`src/rtl/ulmcs_cfg.svh`:
```
// Purpose: Offsets, field positions, reset values and counts for the line and modem control block.
// Assumes: APB slave, one 32-bit word per register, data in the low byte.
// Notes: Included by the top module only.
//
// Behaviour
// Forced parity sends and checks 1 when even-select is 0, else 0.
// Break bit holds the serial output low until software clears it.
// Divisor-access bit steers shared addresses to the divisor registers.
// Terminal-ready pin is the inverse of its control bit.
// Request-to-send pin is the inverse of its bit outside auto flow control.
// Infrared receive polarity bit selects active-high or active-low encoded data.
// Output-2 bit enables interrupt output and drives general output low.
// Loopback bit loops the channel; output-1 bit drives ring status.
// Any-character resume restarts transmit; flow characters are not stored.
// Infrared enable routes serial data through encoder, transmit idles low.
// Prescaler bit divides the baud clock by four.
// Resume, infrared and prescaler bits change only with enhanced enable set.
// Data-ready shows a received character is waiting.
// Character completing into a full FIFO flags overrun and is not stored.
// Parity error follows the head receive character.
// Framing error follows the head receive character.
// Break is flagged and only one break character is stored.
// Holding-empty follows the holding register or empty transmit FIFO.
// Transmitter-empty is high only when holding and shift stages are empty.
// Global receive error is set while any FIFO character has an error.
// Modem input changes set delta flags and request a modem interrupt.
// Ring delta sets only when ringing ends.
// In loopback the modem status follows the control bits.
// Outside loopback the status bits are the complement of the pins.
// Reading modem status clears the modem interrupt request.
// Reading line status clears the line status interrupt request.
// Reading modem status clears the four delta flags.
// Reading line status clears overrun.
`ifndef ULMCS_CFG_SVH
`define ULMCS_CFG_SVH

// ========================================
// Register byte offsets
`define ULMCS_OFS_DATA 8'h00
`define ULMCS_OFS_IER 8'h04
`define ULMCS_OFS_LCR 8'h08
`define ULMCS_OFS_MCR 8'h0c
`define ULMCS_OFS_LSR 8'h10
`define ULMCS_OFS_MSR 8'h14
`define ULMCS_OFS_EFR 8'h18
`define ULMCS_OFS_FRAC 8'h1c

// ========================================
// Field positions
`define ULMCS_LCR_PEN 3
`define ULMCS_LCR_EVEN 4
`define ULMCS_LCR_FORCE 5
`define ULMCS_LCR_BREAK 6
`define ULMCS_LCR_DLAB 7
`define ULMCS_MCR_DTR 0
`define ULMCS_MCR_RTS 1
`define ULMCS_MCR_OUT1 2
`define ULMCS_MCR_OUT2 3
`define ULMCS_MCR_LOOP 4
`define ULMCS_MCR_XANY 5
`define ULMCS_MCR_IRDA 6
`define ULMCS_MCR_PRESC 7
`define ULMCS_EFR_ENH 4
`define ULMCS_EFR_ARTS 6
`define ULMCS_IER_LS 2
`define ULMCS_IER_MS 3

// ========================================
// Reset values and counts
`define ULMCS_RST_BYTE 8'h00
`define ULMCS_RST_DIV 8'h01
`define ULMCS_MCR_ENH_MASK 8'he0
`define ULMCS_PRESC_LAST 2'h3

`endif

```
`src/rtl/ulmcs_pkg.sv`:
```
// Purpose: Types shared by the line and modem control block.
// Assumes: Constants come from the cfg header.
// Notes: Modem vectors are ordered cd, ri, dsr, cts from bit 3 down.
package ulmcs_pkg;

	// ========================================
	// Register selector
	typedef enum logic [3:0] {
		SEL_NONE, SEL_RXTX, SEL_IER, SEL_DLL, SEL_DLM, SEL_LCR, SEL_MCR, SEL_LSR, SEL_MSR, SEL_EFR, SEL_FRAC
	} ulmcs_sel_t;

	// ========================================
	// Status levels and pulses from the receive and transmit datapath
	typedef struct packed {
		logic rx_done;
		logic rx_fifo_full;
		logic rx_fifo_empty;
		logic rx_is_break;
		logic rx_is_flow_char;
		logic head_parity_err;
		logic head_frame_err;
		logic head_break;
		logic fifo_err_any;
		logic tx_hold_empty;
		logic tx_shift_empty;
	} ulmcs_core_st_t;

	// ========================================
	// Frame format and controls sent to the datapath
	typedef struct packed {
		logic [1:0] word_len;
		logic stop_long;
		logic parity_en;
		logic parity_forced;
		logic forced_value;
		logic parity_even;
		logic [15:0] divisor;
		logic [7:0] divisor_fraction;
		logic xon_any;
		logic irda_en;
		logic loopback;
	} ulmcs_fmt_t;

	// ========================================
	// Line pins driven by the block
	typedef struct packed {
		logic sout;
		logic ir_tx;
		logic terminal_ready_n;
		logic request_send_n;
		logic general_output_two_n;
		logic irq_o;
		logic irq_oe;
	} ulmcs_pins_t;

	// ========================================
	// Whole block state
	typedef struct packed {
		logic [7:0] line_control;
		logic [7:0] modem_control;
		logic [7:0] enhanced_feature_control;
		logic [7:0] interrupt_enable_control;
		logic [7:0] divisor_low;
		logic [7:0] divisor_high;
		logic [7:0] divisor_fraction;
		logic [7:0] tx_data;
		logic tx_write;
		logic rx_read;
		logic [31:0] prdata;
		logic [3:0] modem_s1;
		logic [3:0] modem_s2;
		logic [3:0] modem_prev;
		logic [3:0] modem_delta;
		logic [1:0] sin_s1;
		logic [1:0] sin_s2;
		logic overrun;
		logic ls_pending;
		logic break_held;
		logic [1:0] presc_cnt;
		logic baud_tick;
		logic rx_store;
		logic tx_resume;
		logic rx_serial;
		logic ir_rx_to_dec;
		ulmcs_pins_t pins;
	} ulmcs_state_t;

endpackage : ulmcs_pkg

```
`src/rtl/ulmcs_top.sv`:
```
// Purpose: Line control, modem control, line status and modem status for one UART channel.
// Assumes: Datapath status arrives on the block clock; modem and serial pins are asynchronous.
// Notes: APB slave answers with pready whenever the clock enable is high.
//
// The APB interface to the registers and the placing of the registers were decided locally.
`timescale 1ns/1ps
`include "ulmcs_cfg.svh"

module ulmcs_top (
	// Clock, reset and enable
	input wire logic clock,
	input wire logic rst,
	input wire logic ce,
	// APB slave
	input wire logic psel,
	input wire logic penable,
	input wire logic pwrite,
	input wire logic [7:0] paddr,
	input wire logic [31:0] pwdata,
	output logic [31:0] prdata,
	output logic pready,
	output logic pslverr,
	// Datapath side
	input wire ulmcs_pkg::ulmcs_core_st_t core_st,
	input wire logic [7:0] rx_head_data,
	input wire logic tx_serial,
	input wire logic ir_tx_encoded,
	input wire logic ir_rx_decoded,
	input wire logic auto_rts_n,
	input wire logic irq_request,
	output ulmcs_pkg::ulmcs_fmt_t fmt,
	output logic [7:0] tx_data,
	output logic tx_write,
	output logic rx_read,
	output logic rx_store,
	output logic tx_resume,
	output logic baud_tick,
	output logic rx_serial,
	output logic ir_rx_to_dec,
	output logic modem_irq_req,
	output logic line_irq_req,
	// Line pins
	input wire logic [3:0] modem_in_n,
	input wire logic sin,
	input wire logic ir_rx,
	output ulmcs_pkg::ulmcs_pins_t pins
);
	import ulmcs_pkg::*;

	ulmcs_state_t s_reg;
	ulmcs_state_t s_next;
	ulmcs_sel_t sel;
	logic wr_acc;
	logic rd_acc;
	logic setup;
	logic loop_on;
	logic [3:0] modem_now;
	logic [3:0] delta_set;
	logic [7:0] line_status;
	logic [7:0] modem_status;
	logic overrun_evt;
	logic store_evt;

	// ========================================
	// Address decode, shared by the read mux and the write path.
	function automatic ulmcs_sel_t decode(input logic [7:0] addr, input logic dlab);
		ulmcs_sel_t r;
		r = SEL_NONE;
		case (addr)
			`ULMCS_OFS_DATA: r = dlab ? SEL_DLL : SEL_RXTX;
			`ULMCS_OFS_IER: r = dlab ? SEL_DLM : SEL_IER;
			`ULMCS_OFS_LCR: r = SEL_LCR;
			`ULMCS_OFS_MCR: r = SEL_MCR;
			`ULMCS_OFS_LSR: r = SEL_LSR;
			`ULMCS_OFS_MSR: r = SEL_MSR;
			`ULMCS_OFS_EFR: r = SEL_EFR;
			`ULMCS_OFS_FRAC: r = SEL_FRAC;
			default: r = SEL_NONE;
		endcase
		return r;
	endfunction : decode

	// ========================================
	// Bus handshake; a frozen block must not complete transfers it cannot act on.
	assign sel = decode(paddr, s_reg.line_control[`ULMCS_LCR_DLAB]);
	assign pready = ce;
	assign pslverr = psel & penable & (sel == SEL_NONE);
	assign setup = psel & ~penable & ~pwrite;
	assign wr_acc = ce & psel & penable & pwrite & (sel != SEL_NONE);
	assign rd_acc = ce & psel & penable & ~pwrite;

	// ========================================
	// Modem status view: control bits in loopback, inverted pins otherwise.
	assign loop_on = s_reg.modem_control[`ULMCS_MCR_LOOP];
	always_comb begin
		if (loop_on) begin
			modem_now = {s_reg.modem_control[`ULMCS_MCR_OUT2], s_reg.modem_control[`ULMCS_MCR_OUT1],
				s_reg.modem_control[`ULMCS_MCR_DTR], s_reg.modem_control[`ULMCS_MCR_RTS]};
		end else begin
			modem_now = ~s_reg.modem_s2;
		end
	end

	// Any change sets a delta, except ring which only marks the end of ringing.
	assign delta_set[0] = modem_now[0] ^ s_reg.modem_prev[0];
	assign delta_set[1] = modem_now[1] ^ s_reg.modem_prev[1];
	assign delta_set[2] = s_reg.modem_prev[2] & ~modem_now[2];
	assign delta_set[3] = modem_now[3] ^ s_reg.modem_prev[3];
	assign modem_status = {modem_now, s_reg.modem_delta};

	// ========================================
	// Receive events: overrun on a full FIFO, one break character per break.
	assign overrun_evt = core_st.rx_done & core_st.rx_fifo_full;
	assign store_evt = core_st.rx_done & ~core_st.rx_fifo_full
		& ~(core_st.rx_is_break & s_reg.break_held)
		& ~(core_st.rx_is_flow_char & s_reg.modem_control[`ULMCS_MCR_XANY]);

	// Line status assembled from live datapath levels and the overrun flag.
	assign line_status = {
		core_st.fifo_err_any,
		core_st.tx_hold_empty & core_st.tx_shift_empty,
		core_st.tx_hold_empty,
		core_st.head_break,
		core_st.head_frame_err,
		core_st.head_parity_err,
		s_reg.overrun,
		~core_st.rx_fifo_empty
	};

	// ========================================
	// Next state.
	always_comb begin
		logic [7:0] wb;
		logic ir_on;
		logic lerr;
		wb = pwdata[7:0];
		ir_on = s_reg.modem_control[`ULMCS_MCR_IRDA] & s_reg.enhanced_feature_control[`ULMCS_EFR_ENH];
		lerr = core_st.rx_done & (core_st.head_parity_err | core_st.head_frame_err | core_st.rx_is_break);
		s_next = s_reg;
		s_next.tx_write = 1'b0;
		s_next.rx_read = 1'b0;

		// Register writes.
		if (wr_acc) begin
			case (sel)
				SEL_RXTX: begin
					s_next.tx_data = wb;
					s_next.tx_write = 1'b1;
				end
				SEL_IER: s_next.interrupt_enable_control = wb;
				SEL_DLL: s_next.divisor_low = wb;
				SEL_DLM: s_next.divisor_high = wb;
				SEL_LCR: s_next.line_control = wb;
				SEL_MCR: begin
					// Enhanced bits stay latched while the enhanced enable is clear.
					if (s_reg.enhanced_feature_control[`ULMCS_EFR_ENH]) begin
						s_next.modem_control = wb;
					end else begin
						s_next.modem_control = (s_reg.modem_control & `ULMCS_MCR_ENH_MASK)
							| (wb & ~`ULMCS_MCR_ENH_MASK);
					end
				end
				SEL_EFR: s_next.enhanced_feature_control = wb;
				SEL_FRAC: begin
					if (s_reg.enhanced_feature_control[`ULMCS_EFR_ENH]) begin
						s_next.divisor_fraction = wb;
					end
				end
				default: s_next.tx_data = s_reg.tx_data;
			endcase
		end

		// Read data is captured in the setup cycle so it comes from a flip-flop.
		if (setup) begin
			case (sel)
				SEL_RXTX: s_next.prdata = {24'h000000, rx_head_data};
				SEL_IER: s_next.prdata = {24'h000000, s_reg.interrupt_enable_control};
				SEL_DLL: s_next.prdata = {24'h000000, s_reg.divisor_low};
				SEL_DLM: s_next.prdata = {24'h000000, s_reg.divisor_high};
				SEL_LCR: s_next.prdata = {24'h000000, s_reg.line_control};
				SEL_MCR: s_next.prdata = {24'h000000, s_reg.modem_control};
				SEL_LSR: s_next.prdata = {24'h000000, line_status};
				SEL_MSR: s_next.prdata = {24'h000000, modem_status};
				SEL_EFR: s_next.prdata = {24'h000000, s_reg.enhanced_feature_control};
				SEL_FRAC: s_next.prdata = {24'h000000, s_reg.divisor_fraction};
				default: s_next.prdata = 32'h00000000;
			endcase
		end
		if (rd_acc && sel == SEL_RXTX) begin
			s_next.rx_read = 1'b1;
		end

		// Synchronisers for the asynchronous pins.
		s_next.modem_s1 = modem_in_n;
		s_next.modem_s2 = s_reg.modem_s1;
		s_next.sin_s1 = {ir_rx, sin};
		s_next.sin_s2 = s_reg.sin_s1;

		// Delta flags: a read clears, a new change in the same cycle wins.
		s_next.modem_prev = modem_now;
		if (rd_acc && sel == SEL_MSR) begin
			s_next.modem_delta = 4'h0;
		end
		s_next.modem_delta = s_next.modem_delta | delta_set;

		// Overrun and line status request: a read clears, a new event wins.
		if (rd_acc && sel == SEL_LSR) begin
			s_next.overrun = 1'b0;
			s_next.ls_pending = 1'b0;
		end
		if (overrun_evt) begin
			s_next.overrun = 1'b1;
		end
		if (overrun_evt || lerr) begin
			s_next.ls_pending = 1'b1;
		end

		// Break character stored once; a normal character rearms it.
		if (core_st.rx_done) begin
			s_next.break_held = core_st.rx_is_break;
		end
		s_next.rx_store = store_evt;
		s_next.tx_resume = core_st.rx_done & s_reg.modem_control[`ULMCS_MCR_XANY];

		// Prescaler: every cycle, or one in four when selected.
		if (s_reg.modem_control[`ULMCS_MCR_PRESC]) begin
			s_next.presc_cnt = 2'(s_reg.presc_cnt + 2'h1);
			s_next.baud_tick = (s_reg.presc_cnt == `ULMCS_PRESC_LAST);
		end else begin
			s_next.presc_cnt = 2'h0;
			s_next.baud_tick = 1'b1;
		end

		// Serial receive source: loopback, infrared decoder or plain pin.
		s_next.ir_rx_to_dec = s_reg.modem_control[`ULMCS_MCR_OUT1] ? s_reg.sin_s2[1] : ~s_reg.sin_s2[1];
		if (loop_on) begin
			s_next.rx_serial = tx_serial;
		end else if (ir_on) begin
			s_next.rx_serial = ir_rx_decoded;
		end else begin
			s_next.rx_serial = s_reg.sin_s2[0];
		end

		// Serial transmit pins; break overrides both, loopback parks the line at mark.
		if (s_reg.line_control[`ULMCS_LCR_BREAK]) begin
			s_next.pins.sout = 1'b0;
			s_next.pins.ir_tx = 1'b0;
		end else begin
			s_next.pins.sout = loop_on | ir_on | tx_serial;
			s_next.pins.ir_tx = ir_on & ~loop_on & ir_tx_encoded;
		end

		// Modem outputs are held inactive while looped back.
		s_next.pins.terminal_ready_n = loop_on | ~s_reg.modem_control[`ULMCS_MCR_DTR];
		if (s_reg.enhanced_feature_control[`ULMCS_EFR_ARTS]) begin
			s_next.pins.request_send_n = loop_on | auto_rts_n;
		end else begin
			s_next.pins.request_send_n = loop_on | ~s_reg.modem_control[`ULMCS_MCR_RTS];
		end
		s_next.pins.general_output_two_n = loop_on | ~s_reg.modem_control[`ULMCS_MCR_OUT2];
		s_next.pins.irq_oe = s_reg.modem_control[`ULMCS_MCR_OUT2];
		s_next.pins.irq_o = s_reg.modem_control[`ULMCS_MCR_OUT2] & irq_request;
	end

	// ========================================
	// State register; the clock enable freezes everything.
	always_ff @(posedge clock or posedge rst) begin
		if (rst) begin
			s_reg <= '0;
			s_reg.divisor_low <= `ULMCS_RST_DIV;
			s_reg.modem_s1 <= 4'hf;
			s_reg.modem_s2 <= 4'hf;
			s_reg.sin_s1 <= 2'h1;
			s_reg.sin_s2 <= 2'h1;
			s_reg.rx_serial <= 1'b1;
			s_reg.pins.sout <= 1'b1;
			s_reg.pins.terminal_ready_n <= 1'b1;
			s_reg.pins.request_send_n <= 1'b1;
			s_reg.pins.general_output_two_n <= 1'b1;
		end else if (ce) begin
			s_reg <= s_next;
		end
	end

	// ========================================
	// Outputs.
	assign prdata = s_reg.prdata;
	assign tx_data = s_reg.tx_data;
	assign tx_write = s_reg.tx_write;
	assign rx_read = s_reg.rx_read;
	assign rx_store = s_reg.rx_store;
	assign tx_resume = s_reg.tx_resume;
	assign baud_tick = s_reg.baud_tick;
	assign rx_serial = s_reg.rx_serial;
	assign ir_rx_to_dec = s_reg.ir_rx_to_dec;
	assign pins = s_reg.pins;
	assign modem_irq_req = s_reg.interrupt_enable_control[`ULMCS_IER_MS] & (|s_reg.modem_delta);
	assign line_irq_req = s_reg.interrupt_enable_control[`ULMCS_IER_LS] & s_reg.ls_pending;

	// Format fields from the line control, divisor, modem control and enhanced feature registers.
	assign fmt.word_len = s_reg.line_control[1:0];
	assign fmt.stop_long = s_reg.line_control[2];
	assign fmt.parity_en = s_reg.line_control[`ULMCS_LCR_PEN];
	assign fmt.parity_forced = s_reg.line_control[`ULMCS_LCR_PEN] & s_reg.line_control[`ULMCS_LCR_FORCE];
	assign fmt.forced_value = ~s_reg.line_control[`ULMCS_LCR_EVEN];
	assign fmt.parity_even = s_reg.line_control[`ULMCS_LCR_EVEN];
	assign fmt.divisor = {s_reg.divisor_high, s_reg.divisor_low};
	assign fmt.divisor_fraction = s_reg.divisor_fraction;
	assign fmt.xon_any = s_reg.modem_control[`ULMCS_MCR_XANY];
	assign fmt.irda_en = s_reg.modem_control[`ULMCS_MCR_IRDA] & s_reg.enhanced_feature_control[`ULMCS_EFR_ENH];
	assign fmt.loopback = loop_on;

endmodule : ulmcs_top
```
`config.mk`:
```
export PLATFORM = sky130hd
export DESIGN_NAME = ulmcs_top
export DESIGN_NICKNAME = d
export VERILOG_FILES = /design/src/rtl/ulmcs_pkg.sv /design/src/rtl/ulmcs_top.sv
export VERILOG_INCLUDE_DIRS = /design/src /design/src/rtl
export SDC_FILE = /design/constraint.sdc
export NUM_CORES = 1
export LEC_CHECK = 0
export BUFFER_PORTS_ARGS = -buffer_cell sky130_fd_sc_hd__buf_2
export CAP_MARGIN = 20
export CORE_MARGIN = 4
export CORE_UTILIZATION = 44
export CTS_CLUSTER_DIAMETER = 40
export DETAILED_ROUTE_END_ITERATION = 16
export PLACE_DENSITY = 0.72
export SLEW_MARGIN = 20
export SYNTH_ARGS = -nofsm -noshare
export SYNTH_HDL_FRONTEND = slang
export SYNTH_SLANG_ARGS = --single-unit
```
`constraint.sdc`:
```
create_clock -name clock -period 3.2 [get_ports clock]
set_clock_uncertainty 0.05 [all_clocks]
set_input_delay 0.32 -clock clock [delete_from_list [all_inputs] [get_ports clock]]
set_output_delay 0.32 -clock clock [all_outputs]
set_load 0.03 [all_outputs]
```
==> qor.csv <==
stage,metric,value,unit
final_layout,Area Growth Syn to Fin,10.2,%
detailed_routing,DRT antenna net count,0,
grt,leftover overflow at the end of global routing,0,
placed_design,count of input and output buffers,119,
clock_tree,TritonCTS clock tree,built,
grt,GR Util met3,3.48,%
floorplan,count of pins on the block boundary,168,
clock_tree,hold_buf cts,0,
worst_hold_path,HP Class,input pin to asynchronous set/reset pin,
timing,Max Clk Rate,0.445,GHz
clock_tree,clk_lat worst skew,340,ps
power_and_ir_drop,Max IR drop VDD,226,µV
grt,antenna violations before repair,0,
final_layout,total inserted antenna cells,0,
synth,top area cells in the synthesized netlist,"dfrtp_1 41%, mux2_2 15%, buf_4 10%",
synth,Syn Area/Cell,11.5,µm²
final_layout,total number of nets in the final design,646,
final_layout,footprint of the multi-input gates,2380,µm²
synth,async set-or-reset flop fraction in the synthesized netlist,100,%
timing,unrepaired setup endpoints after global routing,false,
clock_tree,clock-pin slew of the registers on the worst-case setup and hold paths,70,ps
grt,vias in the first global route,4090,
grt,met2 usage in global routing,32.3,%
detailed_routing,Total Wirelength,15400,µm
clock_tree,number of buffers between clock root and the deepest sink,2,
clock_tree,total CTS buffers,9,
timing,Setup TNS,0,ps
final_layout,fraction of layout cells with a size suffix above 1,44.4,%
floorplan,Die Span Y,123,µm
clock_tree,Resized cells post-CTS,0,
detailed_routing,wire length per cell,20.7,µm
grt,busiest grt layer,met2,
setup_path,Critical Path Fanout Max,9,
setup_path,first element of the critical path,paddr[4],
clock_tree,clock tree root driver cell,clkbuf_16,
synth,predominant post-synthesis flop cell,dfrtp_1,
run,max-cap violations,0,
timing,crit path time final,2250,ps
placed_design,Cell Count Post-Placement,730,
clock_tree,buffer count from post-CTS setup fixing,0,
final_layout,# fillers,1182,
setup_path,critical path class,input pin to register,
final_layout,number of flip-flops under the largest register name,38,
final_layout,area taken by flip-flops and latches,2800,µm²
synth,count of yosys warnings during synthesis,0,
grt,GRT met1 Usage,30.2,%
setup_path,arrival time at the worst endpoint,2430,ps
floorplan,number of rows in the core area,41,
outcome,status,finished clean,
setup_path,Critical R2R Launch,s_reg[134],
timing,Least-Margin Pin Slew,893,ps
synth,Unique masters post-synth,57,
floorplan,core region area,12800,µm²
placed_design,GP Congestion,0.934,
detailed_routing,DR vias/cell,5.47,
clock_tree,clock sink count,111,
timing,Final Max Slew Viols,0,
clock_tree,number of H-tree branching levels,3,
setup_path,element type at the critical path start,input pin,
setup_path,Worst Setup End Kind,register,
floorplan,die area,15100,µm²
grt,overall fraction of global-route tracks in use,20.8,%
floorplan,die width,123,µm
synth,sequential fraction of the synthesis area,48.1,%
grt,maximum number of pins on one net before global-route repair,74,
power_and_ir_drop,standby leakage power,0.00311,µW
timing,headroom to the max-slew limit,40.4,%
power_and_ir_drop,power per cell area,461,nW/µm²
grt,wire length of the first global-routing pass,23800,µm
detailed_routing,Via Count,4081,
placed_design,detailed placement HPWL,11500,µm
final_layout,count of non-filler cells in the finished layout,746,
timing,"Hold Violations, Final",0,
synth,post-synth design cell area,5820,µm²
setup_path,worst endpoint required time,3390,ps
synth,"area leader, netlist",dfrtp_1,
timing,final setup fails,0,
detailed_routing,number of DRC markers in iteration 0,228,
synth,Seq cells post-synth,111,
floorplan,initial core utilization,45.6,%
detailed_routing,drc violations,0,
timing,Min Hold Slack,97.3,ps
timing,Tcrit/Tclk final,70.2,%
detailed_routing,iteration count of the initial detailed-routing pass,5,
synth,area share of the largest cell type after synthesis,40.8,%
synth,count of flip-flops with a built-in enable after synthesis,0,
final_layout,final design utilization,50.2,%
synth,instance count of the mapped netlist,506,
==> worst max-delay path, cell delays in order <==
cell and delay (ps):
buf_2 150, nor4_4 400, or4b_1 700, nor3_4 460
mux2_2 390
==> cells by family (layout without fill, tap and decap cells) <==
family	Yosys count	in the layout	synth area share, %
buffers and inverters	110	155	12.5
AND/OR/NAND/NOR	100	100	9.69
other	1	24	0.0644
XOR/XNOR	4	4	0.602
adder cells (fa/ha/maj)	1	1	0.215
multiplexers	103	103	20.3
AO/OA/AOI/OAI	76	76	8.53
flip-flops	111	111	48.1
==> Yosys cell counts, types with 5 or more instances <==
library cell and number:
a22o_1 6, o21ai_0 15, clkbuf_1 12, nand2_1 24
dfrtp_1 95, nand3_1 7, mux2i_1 18, nor2_1 31
buf_4 80, a21oi_1 23, buf_1 5, inv_1 10
dfstp_2 16, mux2_2 80, o22ai_1 5
==> layout make-up <==
cell class,instances,area share (%)
inverters,10,0.643
flip-flops and latches,111,43.6
well taps,172,3.35
clock buffers,10,3.57
repair buffers,129,10.6
clock inverters,6,1.09
multi-input cells,308,37.1
==> report_power, final <==
part	total, µW	internal (µW)	switching (µW)
sequential	1480	1460	23.8
combinational	329	108	222
clock	1140	614	531
==> cells in the final DEF, fill, tap and decap left out, drive strengths merged, types with 5 or more instances in the layout <==
cell type / count
nor2: 32
nand3: 7
mux2i: 18
nand2: 25
buf: 129
conb: 24
a21oi: 23
dfstp: 16
o22ai: 5
inv: 10
mux2: 81
dfrtp: 95
o21ai: 15
a22o: 6
clkbuf: 10
==> worst paths after layout <==
kind | end | slack [ps] | cells after the start
min in group clock | s_next[18] | 150 | 2
max in group asynchronous | fmt[11] | 2110 | 3
max | tx_data[7] | 950 | 5
min | line_status[1] | 100 | 2
max reg2reg | prdata[7] | 1080 | 6
min reg2reg | prdata[3] | 440 | 2
==> metal layers <==
metal,vias up,part of all wire (%)
met4,0,2.1
met5,-,0
met2,182,46
met1,2047,45
met3,22,6.9
li1,1830,-
==> stage by stage <==
step / power (µW) / area [µm²] / setup WS, ps
finish: 2960 / 6420 / 954
detailed placement: 1840 / 6120 / 568
global route: 3080 / 6420 / 849
floorplan: 1750 / 5910 / 983
CTS: 2990 / 6420 / 944
global placement: 1830 / 6120 / 586
(Power assumes the default switching activity.)
